--- src/valve_alert_defines.svh ---
// Constants for the valve alert and shutdown monitor: register offsets,
// field positions, reset values and timing counts.
// Assumes a 20 MHz core clock and a 32-bit AXI4-Lite register port.
`ifndef VALVE_ALERT_DEFINES_SVH
`define VALVE_ALERT_DEFINES_SVH

`define CLK_HZ              20000000
`define TICK_US             1000
`define TICK_CYCLES         ((`CLK_HZ / 1000000) * `TICK_US)

`define REG_CTRL            8'h00
`define REG_ENABLE          8'h04
`define REG_CATEGORY        8'h08
`define REG_MISMATCH_THR    8'h0C
`define REG_MISMATCH_TIME   8'h10
`define REG_OUT_TIMEOUT     8'h14
`define REG_ACK_TIMEOUT     8'h18
`define REG_ALERT_KEY       8'h1C
`define REG_STATUS          8'h20
`define REG_MASK            8'h24
`define REG_ACTIVE          8'h28
`define REG_MODE            8'h2C

`define CTRL_ARM            0
`define CTRL_AUTO_RESUME    1
`define CTRL_ZP_OPEN        2
`define CTRL_TARGET_WR      3

`define NUM_ALERTS          7
`define AL_MISMATCH         0
`define AL_SATURATION       1
`define AL_PROG_MEM         2
`define AL_STATIC_MEM       3
`define AL_MAIN_CPU         4
`define AL_IO_CPU           5
`define AL_OUT_TIMEOUT      6
`define AL_DEFAULTS         7
`define SHUTDOWN_CAPABLE    8'h6D

`define IRQ_ALERT           0
`define IRQ_RETRY           1
`define IRQ_SHUTDOWN        2

`define DRIVE_LO_PCT        8'h0A
`define DRIVE_HI_PCT        8'h5A
`define TRAVEL_LO_PCT       8'h03
`define TRAVEL_HI_PCT       8'h61

`define RST_ENABLE          8'hFF
`define RST_THR             8'h05
`define RST_TIME            16'h0005
`define RST_ACK_TIMEOUT     16'h0064
`define RST_OUT_TIMEOUT     16'h03E8
`endif

--- src/valve_alert_pkg.sv ---
// Types for the valve alert monitor.
// Assumes valve_alert_defines.svh is compiled alongside.
package valve_alert_pkg;
    typedef enum logic [1:0] {
        MODE_OOS,
        MODE_MAN,
        MODE_AUTO
    } xd_mode_e;

    typedef enum {
        NOTE_IDLE,
        NOTE_SEND,
        NOTE_WAIT
    } note_state_e;

    typedef struct packed {
        logic [7:0] key;
        logic [7:0] alerts;
        logic [7:0] category;
    } notice_s;
endpackage : valve_alert_pkg

--- src/valve_alert_monitor.sv ---
// Alert detection, self-test shutdown and notification retry logic.
// Assumes inputs from the processor side are synchronous to CORE_CLK;
// percent inputs are 0..100 in 8 bits.
//
// Functional notes
// Plant alert sends a notice, then waits for acknowledgment regardless.
// Host must acknowledge; on time-out the same notice is resent.
// Each alert reported as failed, maintenance or advisory, per user; notices carry only category_ff[7:0] of the 16-bit category register.
// Mismatch alert when drive error exceeds threshold longer than set time.
// Each alert active only while its own enable bit is set.
// Armed shutdown forces out of service and zero-power drive.
// Auto resume returns to target mode once the cause clears.
// Without auto resume stay out of service until reset or mode write.
// Stay out of service while cause persists unless disarmed.
// Closed zero-power: saturation on low drive/high travel or reverse.
// Open zero-power: saturation on low drive/low travel or reverse.
// Program memory alert on pending flash or store failure; can shut down.
// Static memory alert on ferro store failure; can shut down.
// Main and I/O processor alerts; only I/O one can shut down.
// Output timeout alert when setpoint not updated in interval.
// Defaults alert after default restart until left out of service; the code clears it on any mode write to a non-OOS target, even while shut down.
// User plant key held and attached to every alert notice.
// Persistence timers tick from clock, clear on drop and reset.
//
// Chosen here: the AXI4-Lite interface to the registers and the address map.
`include "valve_alert_defines.svh"

module valve_alert_monitor (
    input  wire logic        CORE_CLK,
    input  wire logic        RESET_N,
    input  wire logic [7:0]  DRIVE_CMD,
    input  wire logic [7:0]  DRIVE_MEAS,
    input  wire logic [7:0]  TRAVEL,
    input  wire logic        PROG_MEM_FAIL,
    input  wire logic        STATIC_MEM_FAIL,
    input  wire logic        MAIN_CPU_FAIL,
    input  wire logic        IO_CPU_FAIL,
    input  wire logic        SETPOINT_UPDATE,
    input  wire logic        DEFAULTS_RESTART,
    input  wire logic        NOTE_ACK,
    output logic             NOTE_VALID,
    output valve_alert_pkg::notice_s NOTE_DATA,
    output logic             SHUTDOWN,
    output logic [1:0]       ACTUAL_MODE,
    output logic             IRQ,
    input  wire logic [7:0]  S_AXI_AWADDR,
    input  wire logic        S_AXI_AWVALID,
    output logic             S_AXI_AWREADY,
    input  wire logic [31:0] S_AXI_WDATA,
    input  wire logic [3:0]  S_AXI_WSTRB,
    input  wire logic        S_AXI_WVALID,
    output logic             S_AXI_WREADY,
    output logic [1:0]       S_AXI_BRESP,
    output logic             S_AXI_BVALID,
    input  wire logic        S_AXI_BREADY,
    input  wire logic [7:0]  S_AXI_ARADDR,
    input  wire logic        S_AXI_ARVALID,
    output logic             S_AXI_ARREADY,
    output logic [31:0]      S_AXI_RDATA,
    output logic [1:0]       S_AXI_RRESP,
    output logic             S_AXI_RVALID,
    input  wire logic        S_AXI_RREADY
);
    localparam int TICK = `TICK_CYCLES;

    // Control registers
    logic [3:0]  ctrl_ff;
    logic [7:0]  enable_ff;
    logic [15:0] category_ff;
    logic [7:0]  thr_ff;
    logic [15:0] mis_time_ff;
    logic [15:0] out_to_ff;
    logic [15:0] ack_to_ff;
    logic [7:0]  key_ff;
    logic [2:0]  status_ff;
    logic [2:0]  mask_ff;
    logic [1:0]  target_ff;

    // Bus slave state
    logic [7:0]  awaddr_ff;
    logic        aw_held_ff;
    logic [31:0] wdata_ff;
    logic [3:0]  wstrb_ff;
    logic        w_held_ff;

    // Alert state
    logic [15:0] tick_cnt_ff;
    logic [15:0] mis_cnt_ff;
    logic [15:0] out_cnt_ff;
    logic        defaults_ff;
    logic        shut_ff;
    logic [7:0]  alerts_ff;
    logic [7:0]  prev_alerts_ff;
    logic [15:0] ack_cnt_ff;
    valve_alert_pkg::note_state_e note_st_ff;

    function automatic logic [7:0] abs_diff(input logic [7:0] a,
                                            input logic [7:0] b);
        abs_diff = (a > b) ? a - b : b - a;
    endfunction : abs_diff

    function automatic logic [31:0] merge(input logic [31:0] old,
                                          input logic [31:0] nw,
                                          input logic [3:0]  be);
        for (int i = 0; i < 4; i++) begin
            merge[i*8 +: 8] = be[i] ? nw[i*8 +: 8] : old[i*8 +: 8];
        end
    endfunction : merge

    // Write path: address and data taken in either order
    wire        wr_go  = aw_held_ff && w_held_ff && !S_AXI_BVALID;
    wire [31:0] wd     = wdata_ff;
    wire [3:0]  be     = wstrb_ff;
    wire        wr_ctl = wr_go && awaddr_ff == `REG_CTRL;
    wire        wr_mode_cmd = wr_ctl && be[0] && wd[`CTRL_TARGET_WR];
    wire [1:0]  new_target = wd[5:4];
    wire        tick   = tick_cnt_ff == 16'(TICK - 1);

    assign S_AXI_AWREADY = !aw_held_ff;
    assign S_AXI_WREADY  = !w_held_ff;
    assign S_AXI_BRESP   = 2'h0;
    assign S_AXI_RRESP   = 2'h0;
    assign S_AXI_ARREADY = !S_AXI_RVALID;

    // Alert conditions
    wire mis_raw = abs_diff(DRIVE_MEAS, DRIVE_CMD) > thr_ff;
    wire mis_hit = mis_raw && mis_cnt_ff > mis_time_ff;
    wire lo_drv  = DRIVE_CMD < `DRIVE_LO_PCT;
    wire hi_drv  = DRIVE_CMD > `DRIVE_HI_PCT;
    wire tv_lo   = TRAVEL < `TRAVEL_HI_PCT;
    wire tv_hi   = TRAVEL > `TRAVEL_LO_PCT;
    wire sat_cl  = (lo_drv && tv_hi) || (hi_drv && tv_lo);
    wire sat_op  = (lo_drv && tv_lo) || (hi_drv && tv_hi);
    wire sat_hit = ctrl_ff[`CTRL_ZP_OPEN] ? sat_op : sat_cl;
    wire out_hit = out_cnt_ff >= out_to_ff;
    wire [7:0] raw_alerts = {defaults_ff, out_hit, IO_CPU_FAIL,
                             MAIN_CPU_FAIL, STATIC_MEM_FAIL,
                             PROG_MEM_FAIL, sat_hit, mis_hit};
    wire [7:0] nxt_alerts = raw_alerts & enable_ff;
    wire       cause = |(nxt_alerts & `SHUTDOWN_CAPABLE);
    wire       armed = ctrl_ff[`CTRL_ARM];
    wire       new_alert = |(alerts_ff & ~prev_alerts_ff);
    wire       ack_exp = ack_cnt_ff >= ack_to_ff;
    wire [2:0] events = {armed && cause && !shut_ff,
                         note_st_ff == valve_alert_pkg::NOTE_WAIT && ack_exp,
                         new_alert};

    // Shutdown release: auto resume on clear, manual on mode write
    wire release_ok = !armed || (!cause &&
        (ctrl_ff[`CTRL_AUTO_RESUME] ||
         (wr_mode_cmd && new_target != 2'(valve_alert_pkg::MODE_OOS))));


    assign SHUTDOWN    = shut_ff;
    assign ACTUAL_MODE = shut_ff ? 2'(valve_alert_pkg::MODE_OOS)
                                 : target_ff;
    assign IRQ         = |(status_ff & mask_ff);

    always_ff @(posedge CORE_CLK) begin
        if (!RESET_N) begin
            aw_held_ff <= 1'b0;
            w_held_ff  <= 1'b0;
            awaddr_ff  <= 8'h00;
            wdata_ff   <= 32'h0;
            wstrb_ff   <= 4'h0;
            S_AXI_BVALID <= 1'b0;
        end else begin
            if (S_AXI_AWVALID && !aw_held_ff) begin
                aw_held_ff <= 1'b1;
                awaddr_ff  <= S_AXI_AWADDR;
            end
            if (S_AXI_WVALID && !w_held_ff) begin
                w_held_ff <= 1'b1;
                wdata_ff  <= S_AXI_WDATA;
                wstrb_ff  <= S_AXI_WSTRB;
            end
            if (wr_go) begin
                S_AXI_BVALID <= 1'b1;
            end else if (S_AXI_BVALID && S_AXI_BREADY) begin
                S_AXI_BVALID <= 1'b0;
                aw_held_ff   <= 1'b0;
                w_held_ff    <= 1'b0;
            end
        end
    end

    // Read path; unmapped addresses answer zero with OKAY
    logic [31:0] rd_mux;
    always_comb begin
        case (S_AXI_ARADDR)
            `REG_CTRL:          rd_mux = {28'h0, ctrl_ff};
            `REG_ENABLE:        rd_mux = {24'h0, enable_ff};
            `REG_CATEGORY:      rd_mux = {16'h0, category_ff};
            `REG_MISMATCH_THR:  rd_mux = {24'h0, thr_ff};
            `REG_MISMATCH_TIME: rd_mux = {16'h0, mis_time_ff};
            `REG_OUT_TIMEOUT:   rd_mux = {16'h0, out_to_ff};
            `REG_ACK_TIMEOUT:   rd_mux = {16'h0, ack_to_ff};
            `REG_ALERT_KEY:     rd_mux = {24'h0, key_ff};
            `REG_STATUS:        rd_mux = {29'h0, status_ff};
            `REG_MASK:          rd_mux = {29'h0, mask_ff};
            `REG_ACTIVE:        rd_mux = {24'h0, alerts_ff};
            `REG_MODE:          rd_mux = {29'h0, shut_ff, ACTUAL_MODE};
            default:            rd_mux = 32'h0;
        endcase
    end

    always_ff @(posedge CORE_CLK) begin
        if (!RESET_N) begin
            S_AXI_RVALID <= 1'b0;
            S_AXI_RDATA  <= 32'h0;
        end else if (S_AXI_ARVALID && !S_AXI_RVALID) begin
            S_AXI_RVALID <= 1'b1;
            S_AXI_RDATA  <= rd_mux;
        end else if (S_AXI_RREADY) begin
            S_AXI_RVALID <= 1'b0;
        end
    end

    // Register writes
    always_ff @(posedge CORE_CLK) begin
        if (!RESET_N) begin
            ctrl_ff     <= 4'h0;
            enable_ff   <= `RST_ENABLE;
            category_ff <= 16'h0;
            thr_ff      <= `RST_THR;
            mis_time_ff <= `RST_TIME;
            out_to_ff   <= `RST_OUT_TIMEOUT;
            ack_to_ff   <= `RST_ACK_TIMEOUT;
            key_ff      <= 8'h00;
            mask_ff     <= 3'h0;
            target_ff   <= 2'(valve_alert_pkg::MODE_AUTO);
        end else if (wr_go) begin
            case (awaddr_ff)
                `REG_CTRL: begin
                    ctrl_ff <= 4'(merge({28'h0, ctrl_ff}, wd, be));
                    if (wr_mode_cmd) begin
                        target_ff <= new_target;
                    end
                end
                `REG_ENABLE:        enable_ff   <= 8'(merge(32'h0, wd, be));
                `REG_CATEGORY:      category_ff <= 16'(merge(32'h0, wd, be));
                `REG_MISMATCH_THR:  thr_ff      <= 8'(merge(32'h0, wd, be));
                `REG_MISMATCH_TIME: mis_time_ff <= 16'(merge(32'h0, wd, be));
                `REG_OUT_TIMEOUT:   out_to_ff   <= 16'(merge(32'h0, wd, be));
                `REG_ACK_TIMEOUT:   ack_to_ff   <= 16'(merge(32'h0, wd, be));
                `REG_ALERT_KEY:     key_ff      <= wd[7:0];
                `REG_MASK:          mask_ff     <= wd[2:0];
                default: ;
            endcase
        end
    end

    // Sticky status; a set wins over a same-cycle clear
    wire [2:0] clr = (wr_go && awaddr_ff == `REG_STATUS && be[0])
                     ? wd[2:0] : 3'h0;
    always_ff @(posedge CORE_CLK) begin
        if (!RESET_N) begin
            status_ff <= 3'h0;
        end else begin
            status_ff <= (status_ff & ~clr) | events;
        end
    end

    // Persistence timers
    always_ff @(posedge CORE_CLK) begin
        if (!RESET_N) begin
            tick_cnt_ff <= 16'h0;
            mis_cnt_ff  <= 16'h0;
            out_cnt_ff  <= 16'h0;
        end else begin
            tick_cnt_ff <= tick ? 16'h0 : tick_cnt_ff + 16'h1;
            if (!mis_raw) begin
                mis_cnt_ff <= 16'h0;
            end else if (tick && mis_cnt_ff != 16'hFFFF) begin
                mis_cnt_ff <= mis_cnt_ff + 16'h1;
            end
            if (SETPOINT_UPDATE) begin
                out_cnt_ff <= 16'h0;
            end else if (tick && !out_hit) begin
                out_cnt_ff <= out_cnt_ff + 16'h1;
            end
        end
    end

    // Alerts, defaults latch and shutdown
    always_ff @(posedge CORE_CLK) begin
        if (!RESET_N) begin
            defaults_ff    <= 1'b0;
            alerts_ff      <= 8'h00;
            prev_alerts_ff <= 8'h00;
            shut_ff        <= 1'b0;
        end else begin
            if (DEFAULTS_RESTART) begin
                defaults_ff <= 1'b1;
            end else if (wr_mode_cmd &&
                         new_target != 2'(valve_alert_pkg::MODE_OOS)) begin
                defaults_ff <= 1'b0;
            end
            alerts_ff      <= nxt_alerts;
            prev_alerts_ff <= alerts_ff;
            if (armed && cause) begin
                shut_ff <= 1'b1;
            end else if (shut_ff && release_ok) begin
                shut_ff <= 1'b0;
            end
        end
    end

    // Notification with retry until acknowledged
    always_ff @(posedge CORE_CLK) begin
        if (!RESET_N) begin
            note_st_ff <= valve_alert_pkg::NOTE_IDLE;
            ack_cnt_ff <= 16'h0;
            NOTE_VALID <= 1'b0;
            NOTE_DATA  <= '0;
        end else begin
            case (note_st_ff)
                valve_alert_pkg::NOTE_IDLE: begin
                    if (new_alert) begin
                        NOTE_DATA.key      <= key_ff;
                        NOTE_DATA.alerts   <= alerts_ff;
                        NOTE_DATA.category <= category_ff[7:0];
                        NOTE_VALID         <= 1'b1;
                        note_st_ff <= valve_alert_pkg::NOTE_SEND;
                    end
                end
                valve_alert_pkg::NOTE_SEND: begin
                    NOTE_VALID <= 1'b0;
                    ack_cnt_ff <= 16'h0;
                    note_st_ff <= valve_alert_pkg::NOTE_WAIT;
                end
                valve_alert_pkg::NOTE_WAIT: begin
                    if (NOTE_ACK) begin
                        note_st_ff <= valve_alert_pkg::NOTE_IDLE;
                    end else if (ack_exp) begin
                        NOTE_VALID <= 1'b1;
                        note_st_ff <= valve_alert_pkg::NOTE_SEND;
                    end else if (tick) begin
                        ack_cnt_ff <= ack_cnt_ff + 16'h1;
                    end
                end
                default: note_st_ff <= valve_alert_pkg::NOTE_IDLE;
            endcase
        end
    end
endmodule : valve_alert_monitor

--- config.mk ---
export PLATFORM = sky130hd
export DESIGN_NAME = valve_alert_monitor
export DESIGN_NICKNAME = d
export VERILOG_FILES = /design/src/valve_alert_pkg.sv /design/src/valve_alert_monitor.sv
export VERILOG_INCLUDE_DIRS = /design/src
export SDC_FILE = /design/constraint.sdc
export NUM_CORES = 1
export LEC_CHECK = 0
export BUFFER_PORTS_ARGS = -buffer_cell sky130_fd_sc_hd__buf_2
export CORE_ASPECT_RATIO = 0.5
export CORE_UTILIZATION = 53
export CTS_CLUSTER_DIAMETER = 30
export DETAILED_ROUTE_END_ITERATION = 16
export PLACE_DENSITY_LB_ADDON = 0.08
export SLEW_MARGIN = 5
export SYNTH_ARGS = -nofsm -noshare
export SYNTH_HDL_FRONTEND = slang
export SYNTH_SLANG_ARGS = --single-unit
--- constraint.sdc ---
create_clock -name CORE_CLK -period 3.5 [get_ports CORE_CLK]
set_input_delay 0.35 -clock CORE_CLK [delete_from_list [all_inputs] [get_ports CORE_CLK]]
set_output_delay 0.35 -clock CORE_CLK [all_outputs]
set_load 0.1 [all_outputs]
==> results.cfg <==
[synth]
yosysWarnings = 0
synth_cell_type_count = 74
synth_top_family_by_area = simple AND/OR/NAND/NOR gates
ys_seq_area_share_pct = 39.64
synth-compound-area-share_pct = 16.49
ys_dominant_reg_cell = dfxtp_1
synth_edf_count = 0
syn_inst = 1576
synthMuxAreaShare_pct = 5.188
syn_area_per_cell_um2 = 8.172
synthAdderAreaFrac_pct = 7.597
ys_async_sr_fraction_pct = 0
netlist_area_um2 = 12880
synth_xor_area_share_pct = 2.720
ys_ff_latch = 255
yosys.area_share.simple_pct = 22.24

[sta]
fin_crit_ns = 3.314
hold_viol_final = 0
worstMarginPinSlew_ns = 1.208
skew_ns = 0.02735
setup-violations-final = 0
relSlewSlack_pct = 19.30
fin_crit_sh_pct = 94.67
whs_ns = 0.02311
rsz0062_at_grt = no
maxSlewViolCount = 0
max_freq_ghz = 0.3018

[critical_path]
r2r_end = mis_cnt_ff[13]$_SDFFE_PN0P_
r2r-start = tick_cnt_ff[4]$_SDFF_PP0_
path_class = in -> reg
endpoint = SHUTDOWN$_SDFFE_PN0P_
reg2reg_slack_ns = 0.35
crit_start = DRIVE_MEAS[0]
arrival_ns = 3.71
startpoint_type = input pin
cp_data_required_time_ns = 3.90
worstSetupEndpointType = flop
cp_max_fo = 6
ff2ff_path_depth = 7

[pwr]
ir_worst_vdd_uv = 374.6
power_density_nw_per_um2 = 489.3
leakage_nw = 6.270

[detailed_routing]
drt_iter0_drc = 970
wl_met3_um = 3518
ant_nets = 0
drc = 0
routed_wirelength_um = 38420
wl_per_cell_um = 18.82
dr.pass1.iters = 5
highest_layer = met4
avgViaCountPerCell = 5.836
wl_met1_um = 18950
wl_met2_um = 15280
via_count = 11920

[global_routing]
grtUsageTotal_pct = 30.67
grt_pass1_wl_um = 60190
overflow = 0
grt_pass1_vias = 10990
antenna_found_initial = 0
grt_start_max_net_pins = 87

[floorplanning]
die_area_um2 = 24960
die_w_um = 222.5
placementRows = 39
ios = 160
core_area_um2 = 23320
start_util_pct = 55.21
die_y_um = 112.2

[outcome]
run_status = complete, no violations

[clock_tree]
ctsHoldBuffers = 0
cts_made_buffers = 35
post_cts_buffers = 0
cts_root_buffer = clkbuf_16
clock-sinks = 255
cts.htree.levels = 2
cts.path.max_buffers = 3
clk_pin_slew_worst_paths_ns = 0.06
clk_latency_ns = 0.53
cts_tree = done

[min_path]
hold_path_class = in -> reg

[final_layout]
antenna_cells = 0
syn2layout_area_growth_pct = 17.24
instances_no_fill = 2042
final_layout_size_suffix_gt1_share_pct = 15.56
fin_nets = 1875

[place]
gp_congestion = 0.9737
io_buffers = 121
dp_cells = 1978
dp_hpwl_um = 28930

[job]
maxCapViolCount = 0
[power by group]
part,leakage [nW],total [mW],internal [mW],switching (mW)
Sequential,2.06,3.00,2.95,0.0502
Combinational,3.63,0.774,0.255,0.519
Clock,0.577,3.62,2.17,1.45
Total,6.27,7.39,5.37,2.02
[cell usage in the layout, fill, tap and decap left out, types with 20 or more instances in the layout]
cell,count
dfxtp_1,255
ha_1,75
clkbuf_16,35
xnor2_1,23
buf_2,121
mux2i_1,51
o21ai_0,39
nand4_1,26
o211ai_1,26
nand3_1,49
conb_1,20
a21oi_1,156
nand2_1,166
or3_1,22
inv_1,94
nor2_1,228
buf_4,46
a22oi_1,27
[final cells by class]
cell class / count / area, µm²
Sequential cell: 255 / 5105
Tap cell: 307 / 384.1
Fill cell: 2011 / 8225
Clock inverter: 25 / 281.5
Clock buffer: 39 / 910.9
Timing Repair Buffer: 168 / 970.9
Inverter: 95 / 359.1
Multi-Input combinational cell: 1153 / 7088
[flip-flops by register name, indices dropped and copies added (netlist names), 16 cells and up]
register     cells
ack_cnt_ff      16
S_AXI_RDATA     16
tick_cnt_ff     16
out_to_ff       16
category_ff     16
ack_to_ff       16
wd              16
mis_cnt_ff      16
out_cnt_ff      16
mis_time_ff     16
NOTE_DATA       24
[cell usage after synthesis, drive strengths merged, types with 12 or more instances]
cell type  count  share of area (%)
or3           23                1.1
a22oi         27                1.6
nand3         49                1.9
o211ai        27                1.6
or4           16               0.99
nor2b         13               0.63
xnor2         23                1.6
mux2i         51                4.0
a21o          14               0.82
ha            75                7.3
nand4         26                1.3
xor2          17                1.2
nand2        166                4.8
nor2         228                6.6
or2           14               0.68
clkbuf        64                1.9
inv           95                2.8
nor3          13               0.51
a21oi        157                6.1
and3          17               0.83
o21ai         39                1.5
nor4          12               0.58
dfxtp        255                 40
buf           28                1.5
[worst min path at each step]
stage | start | end | slack, ns | depth (start not counted)
after global routing | S_AXI_RREADY | S_AXI_RVALID$_SDFFE_PN0P_ | 0.02 | 2
final | S_AXI_RREADY | S_AXI_RVALID$_SDFFE_PN0P_ | 0.02 | 2
after detailed placement | category_ff[15]$_SDFFE_PN0P_ | category_ff[15]$_SDFFE_PN0P_ | 0.45 | 2
after global placement | note_st_ff[0]$_SDFFE_PN0P_ | note_st_ff[0]$_SDFFE_PN0P_ | 0.44 | 1
after CTS | S_AXI_RREADY | S_AXI_RVALID$_SDFFE_PN0P_ | 0.009 | 2
after floorplan | note_st_ff[0]$_SDFFE_PN0P_ | note_st_ff[0]$_SDFFE_PN0P_ | 0.43 | 1
[metal layers]
layer | global-route usage [%] | vias to the layer above
met2 | 43.49 | 479
met3 | 5.262 | 53
met5 | 0 | -
met4 | 7.816 | 0
li1 | - | 5764
met1 | 47.39 | 5622
[cells by family after synthesis]
group | after synthesis
AOI/OAI and AO/OA | 341
xor gates and xnor gates | 40
and+or+nand+nor | 612
adders and majority gates | 77
other | 1
DFF | 255
buffers and inverters | 187
muxes | 63
[worst max-delay path, stage by stage]
cell and delay (ns):
buf_2 0.10, inv_1 0.05, ha_1 0.13, inv_1 0.06
fa_2 0.35, a21oi_2 0.17, nor2_1 0.08, o211ai_4 0.26
mux2_4 0.34, a21o_1 0.15, a21oi_1 0.17, xnor2_1 0.16
ha_1 0.28, a21oi_1 0.14, o21ai_0 0.10, o22a_1 0.21
a221o_1 0.36, o21ba_2 0.22
[stage by stage]
step | util [%] | area [µm²] | setup WS, ns | setup TNS (ns) | total power, mW
5_1_grt | 64.74 | 15100 | 0.009883 | 0 | 7.636
4_1_cts | 64.71 | 15090 | 0.1925 | 0 | 7.425
6_report | 64.74 | 15100 | 0.1865 | 0 | 7.389
3_3_place_gp | 59.60 | 13900 | -0.2594 | -3.049 | 3.809
3_5_place_dp | 59.60 | 13900 | -0.3187 | -3.487 | 3.821
2_1_floorplan | - | 12980 | 0.007660 | 0 | 3.598
[repair_timing]
action,in CTS,in global routing
gates resized for setup,0,1
endpoints found under the hold margin,0,0
endpoints found under the setup margin,0,2
(Power assumes the default switching activity.)
